$ cat config.mk
export PLATFORM = sky130hd
export DESIGN_NAME = fsw_watchdog
export DESIGN_NICKNAME = d
export VERILOG_FILES = /design/src/fsw_pkg.sv /design/src/fsw_edge_cnt.sv /design/src/fsw_watchdog.sv
export SDC_FILE = /design/constraint.sdc
export NUM_CORES = 1
export LEC_CHECK = 0
export BUFFER_PORTS_ARGS = -buffer_cell sky130_fd_sc_hd__buf_2
export CORE_UTILIZATION = 50
export DETAILED_ROUTE_END_ITERATION = 8
export PLACE_DENSITY = 0.71
export SETUP_SLACK_MARGIN = 0.15
export SLEW_MARGIN = 20
export SYNTH_ARGS = -nofsm -noshare
export SYNTH_HDL_FRONTEND = slang
export SYNTH_HIERARCHICAL = 1
export SYNTH_SLANG_ARGS = --single-unit
$ cat constraint.sdc
create_clock -name sys_clk -period 5.1 [get_ports sys_clk]
set_input_delay 0.51 -clock sys_clk [delete_from_list [all_inputs] [get_ports sys_clk]]
set_output_delay 0.51 -clock sys_clk [all_outputs]
set_load 0.005 [all_outputs]
$ cat src/fsw_pkg.sv
/*
 * fsw_pkg: constants, register map and carrier types of the fail-safe
 * watchdog units (software watchdog and clock fail monitor).
 * Assumes a 200 MHz sys_clk; all timing counts except OSC_WIN_CYC are derived from CLK_NS.
 */
package fsw_pkg;
    localparam int CLK_NS        = 5;
    // software watchdog: 256 ticks give the shortest period
    localparam int WDT_MIN_US    = 512;
    localparam int WDT_MAX_MS    = 1100;
    localparam int WDT_TICK_NS   = WDT_MIN_US * 1000 / 256;
    localparam int WDT_TICK_CYC  = WDT_TICK_NS / CLK_NS;
    localparam int WDT_SLOW_DIV  = 16;
    localparam int WDT_RST_NS    = 120;
    localparam int WDT_RST_CYC   = (WDT_RST_NS + CLK_NS - 1) / CLK_NS;
    // clock fail monitor
    localparam int OSC_STAB_NS   = 250000;
    localparam int OSC_STAB_CYC  = OSC_STAB_NS / CLK_NS;
    localparam int OSC_WIN_CYC   = 256;
    localparam int RST_TYP_NS    = 18000;
    localparam int RST_MAX_NS    = 34000;
    localparam int RST_MAX_CYC   = RST_MAX_NS / CLK_NS;

    // register byte offsets
    localparam logic [7:0] OFF_IEN_A = 8'h00;
    localparam logic [7:0] OFF_IEN_B = 8'h04;
    localparam logic [7:0] OFF_PRIO  = 8'h08;
    localparam logic [7:0] OFF_REL   = 8'h0c;
    localparam logic [7:0] OFF_STAT  = 8'h10;
    localparam logic [7:0] OFF_MASK  = 8'h14;
    localparam logic [7:0] OFF_MON   = 8'h18;
    localparam logic [7:0] OFF_CNT   = 8'h1c;

    // field positions
    localparam int ARM_BIT   = 0;
    localparam int START_BIT = 0;
    localparam int FLAG_BIT  = 0;
    localparam int SLOW_BIT  = 7;
    localparam int IRQ_WDT   = 0;
    localparam int IRQ_FAIL  = 1;
    localparam int IRQ_OK    = 2;
    localparam int IRQ_W     = 3;

    // reset values
    localparam logic [7:0]       REL_RST  = 8'h00;
    localparam logic [IRQ_W-1:0] MASK_RST = 3'h0;

    typedef struct packed {
        logic [7:0]  addr;
        logic [31:0] wdata;
        logic        wr;
        logic        rd;
    } fsw_bus_t;

    typedef enum logic [1:0] {
        OSC_FAIL = 2'b00,
        OSC_STAB = 2'b01,
        OSC_OK   = 2'b10,
        OSC_PD   = 2'b11
    } fsw_osc_t;

    // initial count of the software watchdog from its reload byte
    function automatic logic [14:0] fsw_load(input logic [6:0] rel);
        return {rel, 8'h00};
    endfunction
endpackage

$ cat src/fsw_edge_cnt.sv
/*
 * fsw_edge_cnt: synchronises a free clock signal from a pin and counts its
 * rising edges over a window closed by clear.
 * Assumes the pin toggles well below half the sys_clk rate.
 */
`timescale 1ns/1ps
module fsw_edge_cnt #(
    parameter int W = 9
) (
    input  wire logic         sys_clk, // system clock
    input  wire logic         rstn,    // sync reset, active low
    input  wire logic         ce,      // clock enable
    input  wire logic         clear,   // start a new window
    input  wire logic         pin,     // raw clock from a pin
    output logic      [W-1:0] count    // edges in the current window
);
    logic s1;
    logic s2;
    logic s3;
    wire  rise = s2 && !s3;
    wire  full = &count;

    always_ff @(posedge sys_clk) begin
        if (!rstn) begin
            s1 <= 1'b0;
            s2 <= 1'b0;
            s3 <= 1'b0;
        end else if (ce) begin
            s1 <= pin;
            s2 <= s1;
            s3 <= s2;
        end
    end

    // saturate so a runaway clock still reads as the faster one
    always_ff @(posedge sys_clk) begin
        if (!rstn) begin
            count <= '0;
        end else if (ce) begin
            if (clear) begin
                count <= W'(rise);
            end else if (rise && !full) begin
                count <= count + 1'b1;
            end
        end
    end
endmodule

$ cat src/fsw_watchdog.sv
/*
 * fsw_watchdog: software watchdog and clock fail monitor with a small
 * register port and one level interrupt.
 * Assumes a single-cycle register master on sys_clk and raw oscillator,
 * start and power-down levels arriving from pins.
 */
// Added by the designer: the strobed register port and the register offsets.
`timescale 1ns/1ps
// Operation
// - watchdog period 512 us to about 1.1 s
// - start pin high in reset starts watchdog
// - start pin sampled only during reset
// - writing start bit starts idle watchdog
// - refresh needs arm write then start write
// - timeout resets chip, counts on, sets flag
// - software write clears the timeout flag
// - reference faster than main oscillator means failure
// - on failure use reference clock, hold reset
// - on recovery extend reset 0.25 ms, release
// - power-down exit supervised like a failure
// - after power-on reset clocked from reference
// - reset state reached within 34 us
module fsw_watchdog #(
    parameter int STAB_CYC = fsw_pkg::OSC_STAB_CYC, // stabilising reset
    parameter int TICK_CYC = fsw_pkg::WDT_TICK_CYC, // cycles per tick
    parameter int WIN_CYC  = fsw_pkg::OSC_WIN_CYC,  // compare window
    parameter int CNT_W    = 9                      // edge count width
) (
    input  wire logic              sys_clk,    // system clock
    input  wire logic              rstn,       // sync reset, active low
    input  wire logic              ce,         // clock enable
    input  wire fsw_pkg::fsw_bus_t bus,        // register request
    output logic            [31:0] rdata,      // read data, next cycle
    input  wire logic              hwStartPin, // watchdog start strap
    input  wire logic              pdPin,      // hard power-down pin
    input  wire logic              mainOscPin, // main oscillator
    input  wire logic              rcOscPin,   // reference oscillator
    output logic                   irq,        // interrupt level
    output logic                   chipReset,  // chip reset, high active
    output logic                   clkSelRc    // chip clock from reference
);
    import fsw_pkg::*;

    localparam int PW = $clog2(TICK_CYC);
    localparam int SW = $clog2(STAB_CYC + 1);
    localparam int WW = $clog2(WIN_CYC);
    localparam logic [3:0] SLOW_END = 4'(WDT_SLOW_DIV - 1);

    // pin synchronisers
    logic hwS1;
    logic hwS2;
    logic pdS1;
    logic pdS2;

    always_ff @(posedge sys_clk) begin
        if (ce || !rstn) begin
            hwS1 <= hwStartPin;
            hwS2 <= hwS1;
            pdS1 <= pdPin;
            pdS2 <= pdS1;
        end
    end

    // register decode
    wire wrArm   = bus.wr && bus.addr == OFF_IEN_A;
    wire wrStart = bus.wr && bus.addr == OFF_IEN_B;
    wire wrPrio  = bus.wr && bus.addr == OFF_PRIO;
    wire wrRel   = bus.wr && bus.addr == OFF_REL;
    wire wrMask  = bus.wr && bus.addr == OFF_MASK;
    wire rdStat  = bus.rd && bus.addr == OFF_STAT;

    logic [7:0]       rel;
    logic [IRQ_W-1:0] mask;
    logic             armed;
    logic             running;
    logic             toFlag;
    logic [14:0]      wdtCount;
    logic [PW-1:0]    preCnt;
    logic [3:0]       slowCnt;
    logic [4:0]       wdtRstCnt;

    // software watchdog timing
    wire preEnd  = preCnt == PW'(TICK_CYC - 1);
    wire slowEnd = slowCnt == SLOW_END;
    wire tick    = ce && running && preEnd
                   && (!rel[SLOW_BIT] || slowEnd);
    wire timeout = tick && (&wdtCount);
    wire startBit = wrStart && bus.wdata[START_BIT];
    wire startSw  = ce && startBit && !running;
    wire refresh  = ce && startBit && running && armed;
    wire [14:0] initCnt = fsw_load(rel[6:0]);

    always_ff @(posedge sys_clk) begin
        if (!rstn) begin
            preCnt  <= '0;
            slowCnt <= 4'h0;
        end else if (ce) begin
            if (!running || preEnd) begin
                preCnt <= '0;
            end else begin
                preCnt <= preCnt + 1'b1;
            end
            if (!running) begin
                slowCnt <= 4'h0;
            end else if (preEnd) begin
                slowCnt <= slowCnt + 4'h1;
            end
        end
    end

    always_ff @(posedge sys_clk) begin
        if (!rstn) begin
            rel  <= REL_RST;
            mask <= MASK_RST;
        end else if (ce) begin
            if (wrRel) begin
                rel <= bus.wdata[7:0];
            end
            if (wrMask) begin
                mask <= bus.wdata[IRQ_W-1:0];
            end
        end
    end

    // strap caught only while rstn holds; later pin moves do nothing
    always_ff @(posedge sys_clk) begin
        if (!rstn) begin
            running <= hwS2;
        end else if (startSw) begin
            running <= 1'b1;
        end
    end

    // the arm bit survives only until the very next register write
    always_ff @(posedge sys_clk) begin
        if (!rstn) begin
            armed <= 1'b0;
        end else if (ce && bus.wr) begin
            armed <= wrArm && bus.wdata[ARM_BIT];
        end
    end

    always_ff @(posedge sys_clk) begin
        if (!rstn) begin
            wdtCount <= 15'h0000;
        end else if (startSw || refresh) begin
            wdtCount <= initCnt;
        end else if (timeout) begin
            wdtCount <= initCnt;
        end else if (tick) begin
            wdtCount <= wdtCount + 15'h0001;
        end
    end

    // timeout flag: set wins over a clearing write
    always_ff @(posedge sys_clk) begin
        if (!rstn) begin
            toFlag <= 1'b0;
        end else if (timeout) begin
            toFlag <= 1'b1;
        end else if (ce && wrPrio && !bus.wdata[FLAG_BIT]) begin
            toFlag <= 1'b0;
        end
    end

    always_ff @(posedge sys_clk) begin
        if (!rstn) begin
            wdtRstCnt <= 5'h00;
        end else if (timeout) begin
            wdtRstCnt <= 5'(WDT_RST_CYC);
        end else if (ce && wdtRstCnt != 5'h00) begin
            wdtRstCnt <= wdtRstCnt - 5'h01;
        end
    end

    // clock fail monitor: edge counts over a fixed window
    logic [WW-1:0]    winCnt;
    logic [CNT_W-1:0] mainCnt;
    logic [CNT_W-1:0] rcCnt;
    logic [SW-1:0]    stabCnt;
    fsw_osc_t         oscState;
    fsw_osc_t         next_oscState;

    wire winEnd   = ce && winCnt == WW'(WIN_CYC - 1);
    wire failSeen = rcCnt > mainCnt;
    wire okSeen   = mainCnt > rcCnt;
    wire stabDone = stabCnt == SW'(STAB_CYC - 1);

    always_ff @(posedge sys_clk) begin
        if (!rstn) begin
            winCnt <= '0;
        end else if (ce) begin
            winCnt <= winEnd ? '0 : winCnt + 1'b1;
        end
    end

    fsw_edge_cnt #(
        .W       (CNT_W)
    ) u_mainCnt (
        .sys_clk (sys_clk),
        .rstn    (rstn),
        .ce      (ce),
        .clear   (winEnd),
        .pin     (mainOscPin),
        .count   (mainCnt)
    );

    fsw_edge_cnt #(
        .W       (CNT_W)
    ) u_rcCnt (
        .sys_clk (sys_clk),
        .rstn    (rstn),
        .ce      (ce),
        .clear   (winEnd),
        .pin     (rcOscPin),
        .count   (rcCnt)
    );

    always_comb begin
        next_oscState = oscState;
        if (pdS2) begin
            next_oscState = OSC_PD;
        end else begin
            case (oscState)
                OSC_PD: begin
                    next_oscState = OSC_FAIL;
                end
                OSC_FAIL: begin
                    if (winEnd && okSeen) begin
                        next_oscState = OSC_STAB;
                    end
                end
                OSC_STAB: begin
                    if (winEnd && failSeen) begin
                        next_oscState = OSC_FAIL;
                    end else if (stabDone) begin
                        next_oscState = OSC_OK;
                    end
                end
                OSC_OK: begin
                    if (winEnd && failSeen) begin
                        next_oscState = OSC_FAIL;
                    end
                end
                default: begin
                    next_oscState = OSC_FAIL;
                end
            endcase
        end
    end

    // reset enters the failure state so the reference clocks reset early
    always_ff @(posedge sys_clk) begin
        if (!rstn) begin
            oscState <= OSC_FAIL;
        end else if (ce) begin
            oscState <= next_oscState;
        end
    end

    always_ff @(posedge sys_clk) begin
        if (!rstn || oscState != OSC_STAB) begin
            stabCnt <= '0;
        end else if (ce) begin
            stabCnt <= stabCnt + 1'b1;
        end
    end

    // interrupt status, cleared by reading it; new events win
    logic [IRQ_W-1:0] status;
    wire  [IRQ_W-1:0] events;
    wire  [IRQ_W-1:0] next_status;
    wire  oscHold  = next_oscState != OSC_OK;
    wire  nextRst  = oscHold || timeout || wdtRstCnt > 5'h01;

    assign events[IRQ_WDT]  = timeout;
    assign events[IRQ_FAIL] = ce && next_oscState == OSC_FAIL
                              && (oscState == OSC_OK || oscState == OSC_STAB);
    assign events[IRQ_OK]   = ce && next_oscState == OSC_OK
                              && oscState != OSC_OK;
    assign next_status = (rdStat ? '0 : status) | events;

    wire [31:0] rdMux =
        bus.addr == OFF_IEN_A ? {31'h0, armed} :
        bus.addr == OFF_IEN_B ? {31'h0, running} :
        bus.addr == OFF_PRIO  ? {31'h0, toFlag} :
        bus.addr == OFF_REL   ? {24'h0, rel} :
        bus.addr == OFF_STAT  ? {29'h0, status} :
        bus.addr == OFF_MASK  ? {29'h0, mask} :
        bus.addr == OFF_MON   ? {28'h0, oscState, clkSelRc, chipReset} :
        bus.addr == OFF_CNT   ? {17'h0, wdtCount} : 32'h0;

    always_ff @(posedge sys_clk) begin
        if (!rstn) begin
            status <= '0;
            irq    <= 1'b0;
            rdata  <= 32'h0;
        end else if (ce) begin
            status <= next_status;
            irq    <= |(next_status & mask);
            rdata  <= bus.rd ? rdMux : 32'h0;
        end
    end

    // reset and clock selection are both driven from the next state so
    // they line up with oscState; rstn itself forces both at once
    always_ff @(posedge sys_clk) begin
        if (!rstn) begin
            chipReset <= 1'b1;
            clkSelRc  <= 1'b1;
        end else if (ce) begin
            chipReset <= nextRst;
            clkSelRc  <= next_oscState == OSC_FAIL;
        end
    end

    strap_only_a: assert property (@(posedge sys_clk) disable iff (!rstn)
        !running && !startSw |=> !running)
        else $error("watchdog started without strap or start write");

    refresh_load_a: assert property (@(posedge sys_clk) disable iff (!rstn)
        wrStart && bus.wdata[START_BIT] && running && !armed && ce && !tick
        |=> wdtCount == $past(wdtCount))
        else $error("count reloaded without arm write");

    timeout_flag_a: assert property (@(posedge sys_clk) disable iff (!rstn)
        timeout |=> toFlag && chipReset && running && wdtCount == $past(initCnt))
        else $error("timeout did not reset, flag and reload");

    wdt_rst_len_a: assert property (@(posedge sys_clk) disable iff (!rstn)
        timeout && ce ##1 ce[*7] |-> chipReset)
        else $error("watchdog reset too short");

    flag_clear_a: assert property (@(posedge sys_clk) disable iff (!rstn)
        ce && wrPrio && !bus.wdata[FLAG_BIT] && !timeout |=> !toFlag)
        else $error("timeout flag not cleared by write");

    fail_detect_a: assert property (@(posedge sys_clk) disable iff (!rstn)
        winEnd && failSeen && !pdS2 && oscState != OSC_PD
        |=> oscState == OSC_FAIL)
        else $error("failure not declared");

    fail_hold_a: assert property (@(posedge sys_clk) disable iff (!rstn)
        oscState == OSC_FAIL |-> clkSelRc && chipReset)
        else $error("failure without reference clock and reset");

    stab_len_a: assert property (@(posedge sys_clk) disable iff (!rstn)
        oscState == OSC_STAB ##1 oscState == OSC_OK
        |-> $past(stabCnt) == SW'(STAB_CYC - 1)
            && chipReset == ($past(timeout) || $past(wdtRstCnt) > 5'h01))
        else $error("stabilising reset length wrong");

    pd_exit_a: assert property (@(posedge sys_clk) disable iff (!rstn)
        ce && oscState == OSC_PD && !pdS2 |=> oscState == OSC_FAIL)
        else $error("power-down exit not supervised");

    poweron_a: assert property (@(posedge sys_clk)
        !rstn |=> chipReset && clkSelRc && oscState == OSC_FAIL)
        else $error("reset state not reached after power-on");
endmodule

==> results.txt <==
Overall global routing resource usage: 22.3%. The synthesized design contains 122 register bits. The routed design has 13,700 um of wire. The tool flagged a number of max-cap violations equal to 0.

The final total negative setup slack is 0 ps. The hold buffer count at CTS came out at 0. Area of the core: 12,100 um^2. Ranked by instance count, the synthesized netlist is headed by dfxtp_1, nor2_1, nand2_1, nand3_1. After layout, the worst path uses 58.4% of the clock period. The area growth from synthesis to layout is 14.3%. Gates resized during post-CTS repair numbered 0. After synthesis, the share of flip-flops with an asynchronous set or reset is 0%.

The number of CTS-inserted buffers was 17. Clock tree synthesis selected as its root buffer the cell clkbuf_16. The logs give 5400 ps for the required time of the critical path and 0 for the total DRC errors in the routed layout. The CTS sink count was 122.

The type of the worst min-delay path was in -> reg. Summed over all instances, the cell type with the most area after synthesis is dfxtp_1. The initial antenna violation count was 0; the portion of synthesized cell area occupied by the leading cell type was 37.6%.

Counting flops with a built-in enable in the synthesized netlist gives 5. Startpoint of the worst register-to-register path: preCnt[0]$_SDFFE_PN0P_. No sink is reached through more buffers than the 2 on the longest clock path. At the worst endpoint, the arrival time is 3280 ps. VDD sags by at most 242 uV. The measured slew at the worst slew-check pin was 1030 ps; the number of global-route vias before repair was 4,775. The share of the Yosys chip area taken by registers is 40.1%.

The register-to-register setup slack was 2120 ps; the overflow left after global routing was 0. The final hold violation count came out at 0. The die covers 12,900 um^2. The worst setup path is captured at a flop. The run gives 336 MHz as the highest attainable clock frequency. Setup violations remaining at the end of the flow were counted as 0.

In the post-synthesis netlist, the biggest area contributors are dfxtp_1, ha_1, nor2_1. Summed over all cells, the static leakage comes to 2.80 nW. The mean instance size in the synthesized netlist is 9.16 um^2.

TritonCTS built the clock tree. The first-pass detailed-route iteration total came out at 5. The leading cell type by number of instances after synthesis was dfxtp_1.

The congestion estimate from routability-driven global placement came to 0.874. During I/O placement, the number of pins put on the boundary was 84. Startpoint kind of the worst setup timing path: a flop. The clock latency reported for the late side of the worst-skew pair was 410 ps; the hold-critical path depth was 1.

The cell area power density is 331 nW/um^2. The setup path with the least slack is of type reg -> reg. The routed wirelength normalized by instance count came out at 15.1 um.

The run finished with clean final reports. Once layout is complete, the utilization of the core stands at 58.9%. Headroom to the max-slew limit came out at 31.2%. For hold timing, the worst endpoint is hwS1$_DFFE_PP_.

Fill cells in the final layout number 1,045. Among all flip-flop cells after synthesis, the most frequent one is dfxtp_1. The half-perimeter wire length after detailed placement is 9810 um.

The worst-case clock skew came out at 5.10 ps. During placement, the flow inserted port buffers numbering 42. Clock-pin slew was measured on the worst setup and hold paths at 50 ps. The synthesized netlist contains 69 unique library cells. Once the floorplan was initialized, standard cells occupied 51.6% of the core. The worst register-to-register path ends at wdtCount[8]$_SDFFE_PN0P_. The first global-routing pass estimated 22,700 um of wire. The run gives 0 as the final-report max-slew violation count.

Post-synth design cell area: 6220 um^2. Summing over every cut layer, the via total after detailed routing is 5,086. During synthesis, Yosys emitted a total of 6 warnings. The final critical path time including I/O delays and setup is 2980 ps.

Setup repair after global routing left no endpoint under its margin. The tools report the startpoint of the lowest-slack hold path as hwStartPin. The final antenna-violating net count came out at 0. The run gives 4 as the maximum level of the CTS H-tree. The share of cells above drive strength 1 was 13.9%.

The number of buffers inserted to repair setup after CTS was 0; the die height was 114 um. Along the worst path, the maximum fanout reaches 14. After detailed routing, the number of vias per cell comes to 5.63.

The floorplan has 40 rows. The number of antenna diodes in the final layout is 0. After technology mapping, the gate count stands at 679. The first routing iteration left 381 violations.

Measured in cells, the most critical reg-to-reg path has a length of 7. The largest net degree at the start of global routing was 54; the overall die width was 114 um. The net count of the finished layout is 796.
-- sequential cells by signal, summed over array words and instances (netlist names), 2 cells and up --
signal           flops
wdtRstCnt            5
preCnt               9
status               3
stabCnt             16
rdata               15
wdtCount            15
u_rcCnt/count        9
rel                  8
mask                 3
winCnt               8
slowCnt              4
u_mainCnt/count      9
oscState             2
-- routing by layer --
metal  global-route usage, %  part of all wire [%]
met5                       0                     0
met4                    7.37                   1.4
met3                    6.00                   5.0
met2                    37.5                    47
met1                    27.6                    47
-- power breakdown --
part           switching [W]  internal, W  total [W]
Combinational      0.0000937    0.0000638   0.000158
Clock               0.000422     0.000770    0.00119
Sequential         0.0000201     0.000982    0.00100
-- cell type report --
class / instances / area, um^2 / share of cell area (%)
Tap cell: 168 / 210 / 2.96
Clock buffer: 21 / 482 / 6.78
Clock inverter: 11 / 116 / 1.64
Multi-Input combinational cell: 510 / 3470 / 48.9
Inverter: 27 / 101 / 1.43
Sequential cell: 122 / 2490 / 35.1
Timing Repair Buffer: 45 / 233 / 3.27
-- cells by family after synthesis --
| kind of cell | Yosys count | synth area share, % |
|---|---|---|
| AO/OA/AOI/OAI | 134 | 15.5 |
| XOR/XNOR | 43 | 6.05 |
| adder cells (fa/ha/maj) | 24 | 4.83 |
| buffers and inverters | 63 | 5.11 |
| flip-flops | 122 | 40.1 |
| multiplexers | 22 | 4.14 |
| other | 1 | 0.0603 |
| AND/OR/NAND/NOR | 270 | 24.3 |
-- critical path: stages, from the launching register on --
cell and delay [ps]:
dfxtp_1 390, ha_1 220, and4_1 280, or4b_1 510, nor2_1 820, and4_1 330
a21oi_1 80, o221a_2 240
-- layout by cell type (no fill, tap or decap), types with 3 or more instances in the layout --
| master | Yosys | final |
|---|---|---|
| edfxtp_1 | 5 | 5 |
| a21boi_0 | 13 | 13 |
| clkinvlp_4 | 0 | 4 |
| nor4b_2 | 3 | 3 |
| clkbuf_16 | 0 | 18 |
| nor3_1 | 10 | 10 |
| nand3b_1 | 7 | 7 |
| nand2_1 | 49 | 49 |
| nand4_1 | 15 | 15 |
| nand3_1 | 28 | 28 |
| a22o_1 | 20 | 20 |
| o211ai_1 | 4 | 4 |
| and2_1 | 10 | 10 |
| o221a_2 | 3 | 3 |
| buf_4 | 17 | 3 |
| buf_2 | 2 | 42 |
| o31ai_1 | 3 | 3 |
| nor2b_1 | 24 | 23 |
| a22oi_1 | 6 | 6 |
| or4_1 | 4 | 4 |
| nor4_1 | 4 | 4 |
| clkinv_2 | 0 | 4 |
| mux4_2 | 3 | 3 |
| o21ai_0 | 26 | 26 |
| xnor2_1 | 19 | 19 |
| a31oi_1 | 6 | 6 |
| a21oi_1 | 25 | 25 |
| xor2_1 | 24 | 24 |
| mux2i_1 | 19 | 19 |
| and3_1 | 18 | 18 |
| nor2_1 | 61 | 61 |
| dfxtp_1 | 117 | 117 |
| ha_1 | 24 | 24 |
| a21o_1 | 3 | 3 |
| or3_1 | 6 | 6 |
| inv_1 | 26 | 26 |
| nor3b_1 | 4 | 4 |
| conb_1 | 1 | 17 |
| and4_1 | 10 | 10 |
-- stage by stage --
stage / total power, W / instance area (um^2) / instances / hold WS (ps) / setup slack (ps)
6_report: 0.00235 / 7110 / 904 / 276 / 2120
5_1_grt: 0.00244 / 7110 / 904 / 268 / 2000
4_1_cts: 0.00237 / 7110 / 904 / 266 / 2170
3_5_place_dp: 0.00118 / 6510 / 872 / 410 / 1810
3_3_place_gp: 0.00117 / 6510 / 872 / 405 / 1830
2_1_floorplan: 0.00114 / 6280 / 695 / 400 / 2720
-- worst max path at each step --
stage	start	to	slack, ps	depth (start not counted)
2_1_floorplan	winCnt[0]$_SDFFE_PN0P_	irq$_SDFFE_PN0P_	2720	8
3_3_place_gp	ce	wdtCount[8]$_SDFFE_PN0P_	1830	7
3_5_place_dp	ce	wdtCount[8]$_SDFFE_PN0P_	1810	7
4_1_cts	preCnt[0]$_SDFFE_PN0P_	wdtCount[8]$_SDFFE_PN0P_	2170	7
5_1_grt	preCnt[0]$_SDFFE_PN0P_	wdtCount[8]$_SDFFE_PN0P_	2000	7
6_report	preCnt[0]$_SDFFE_PN0P_	wdtCount[8]$_SDFFE_PN0P_	2120	7
Note: power is estimated with default switching activity, not from simulation.
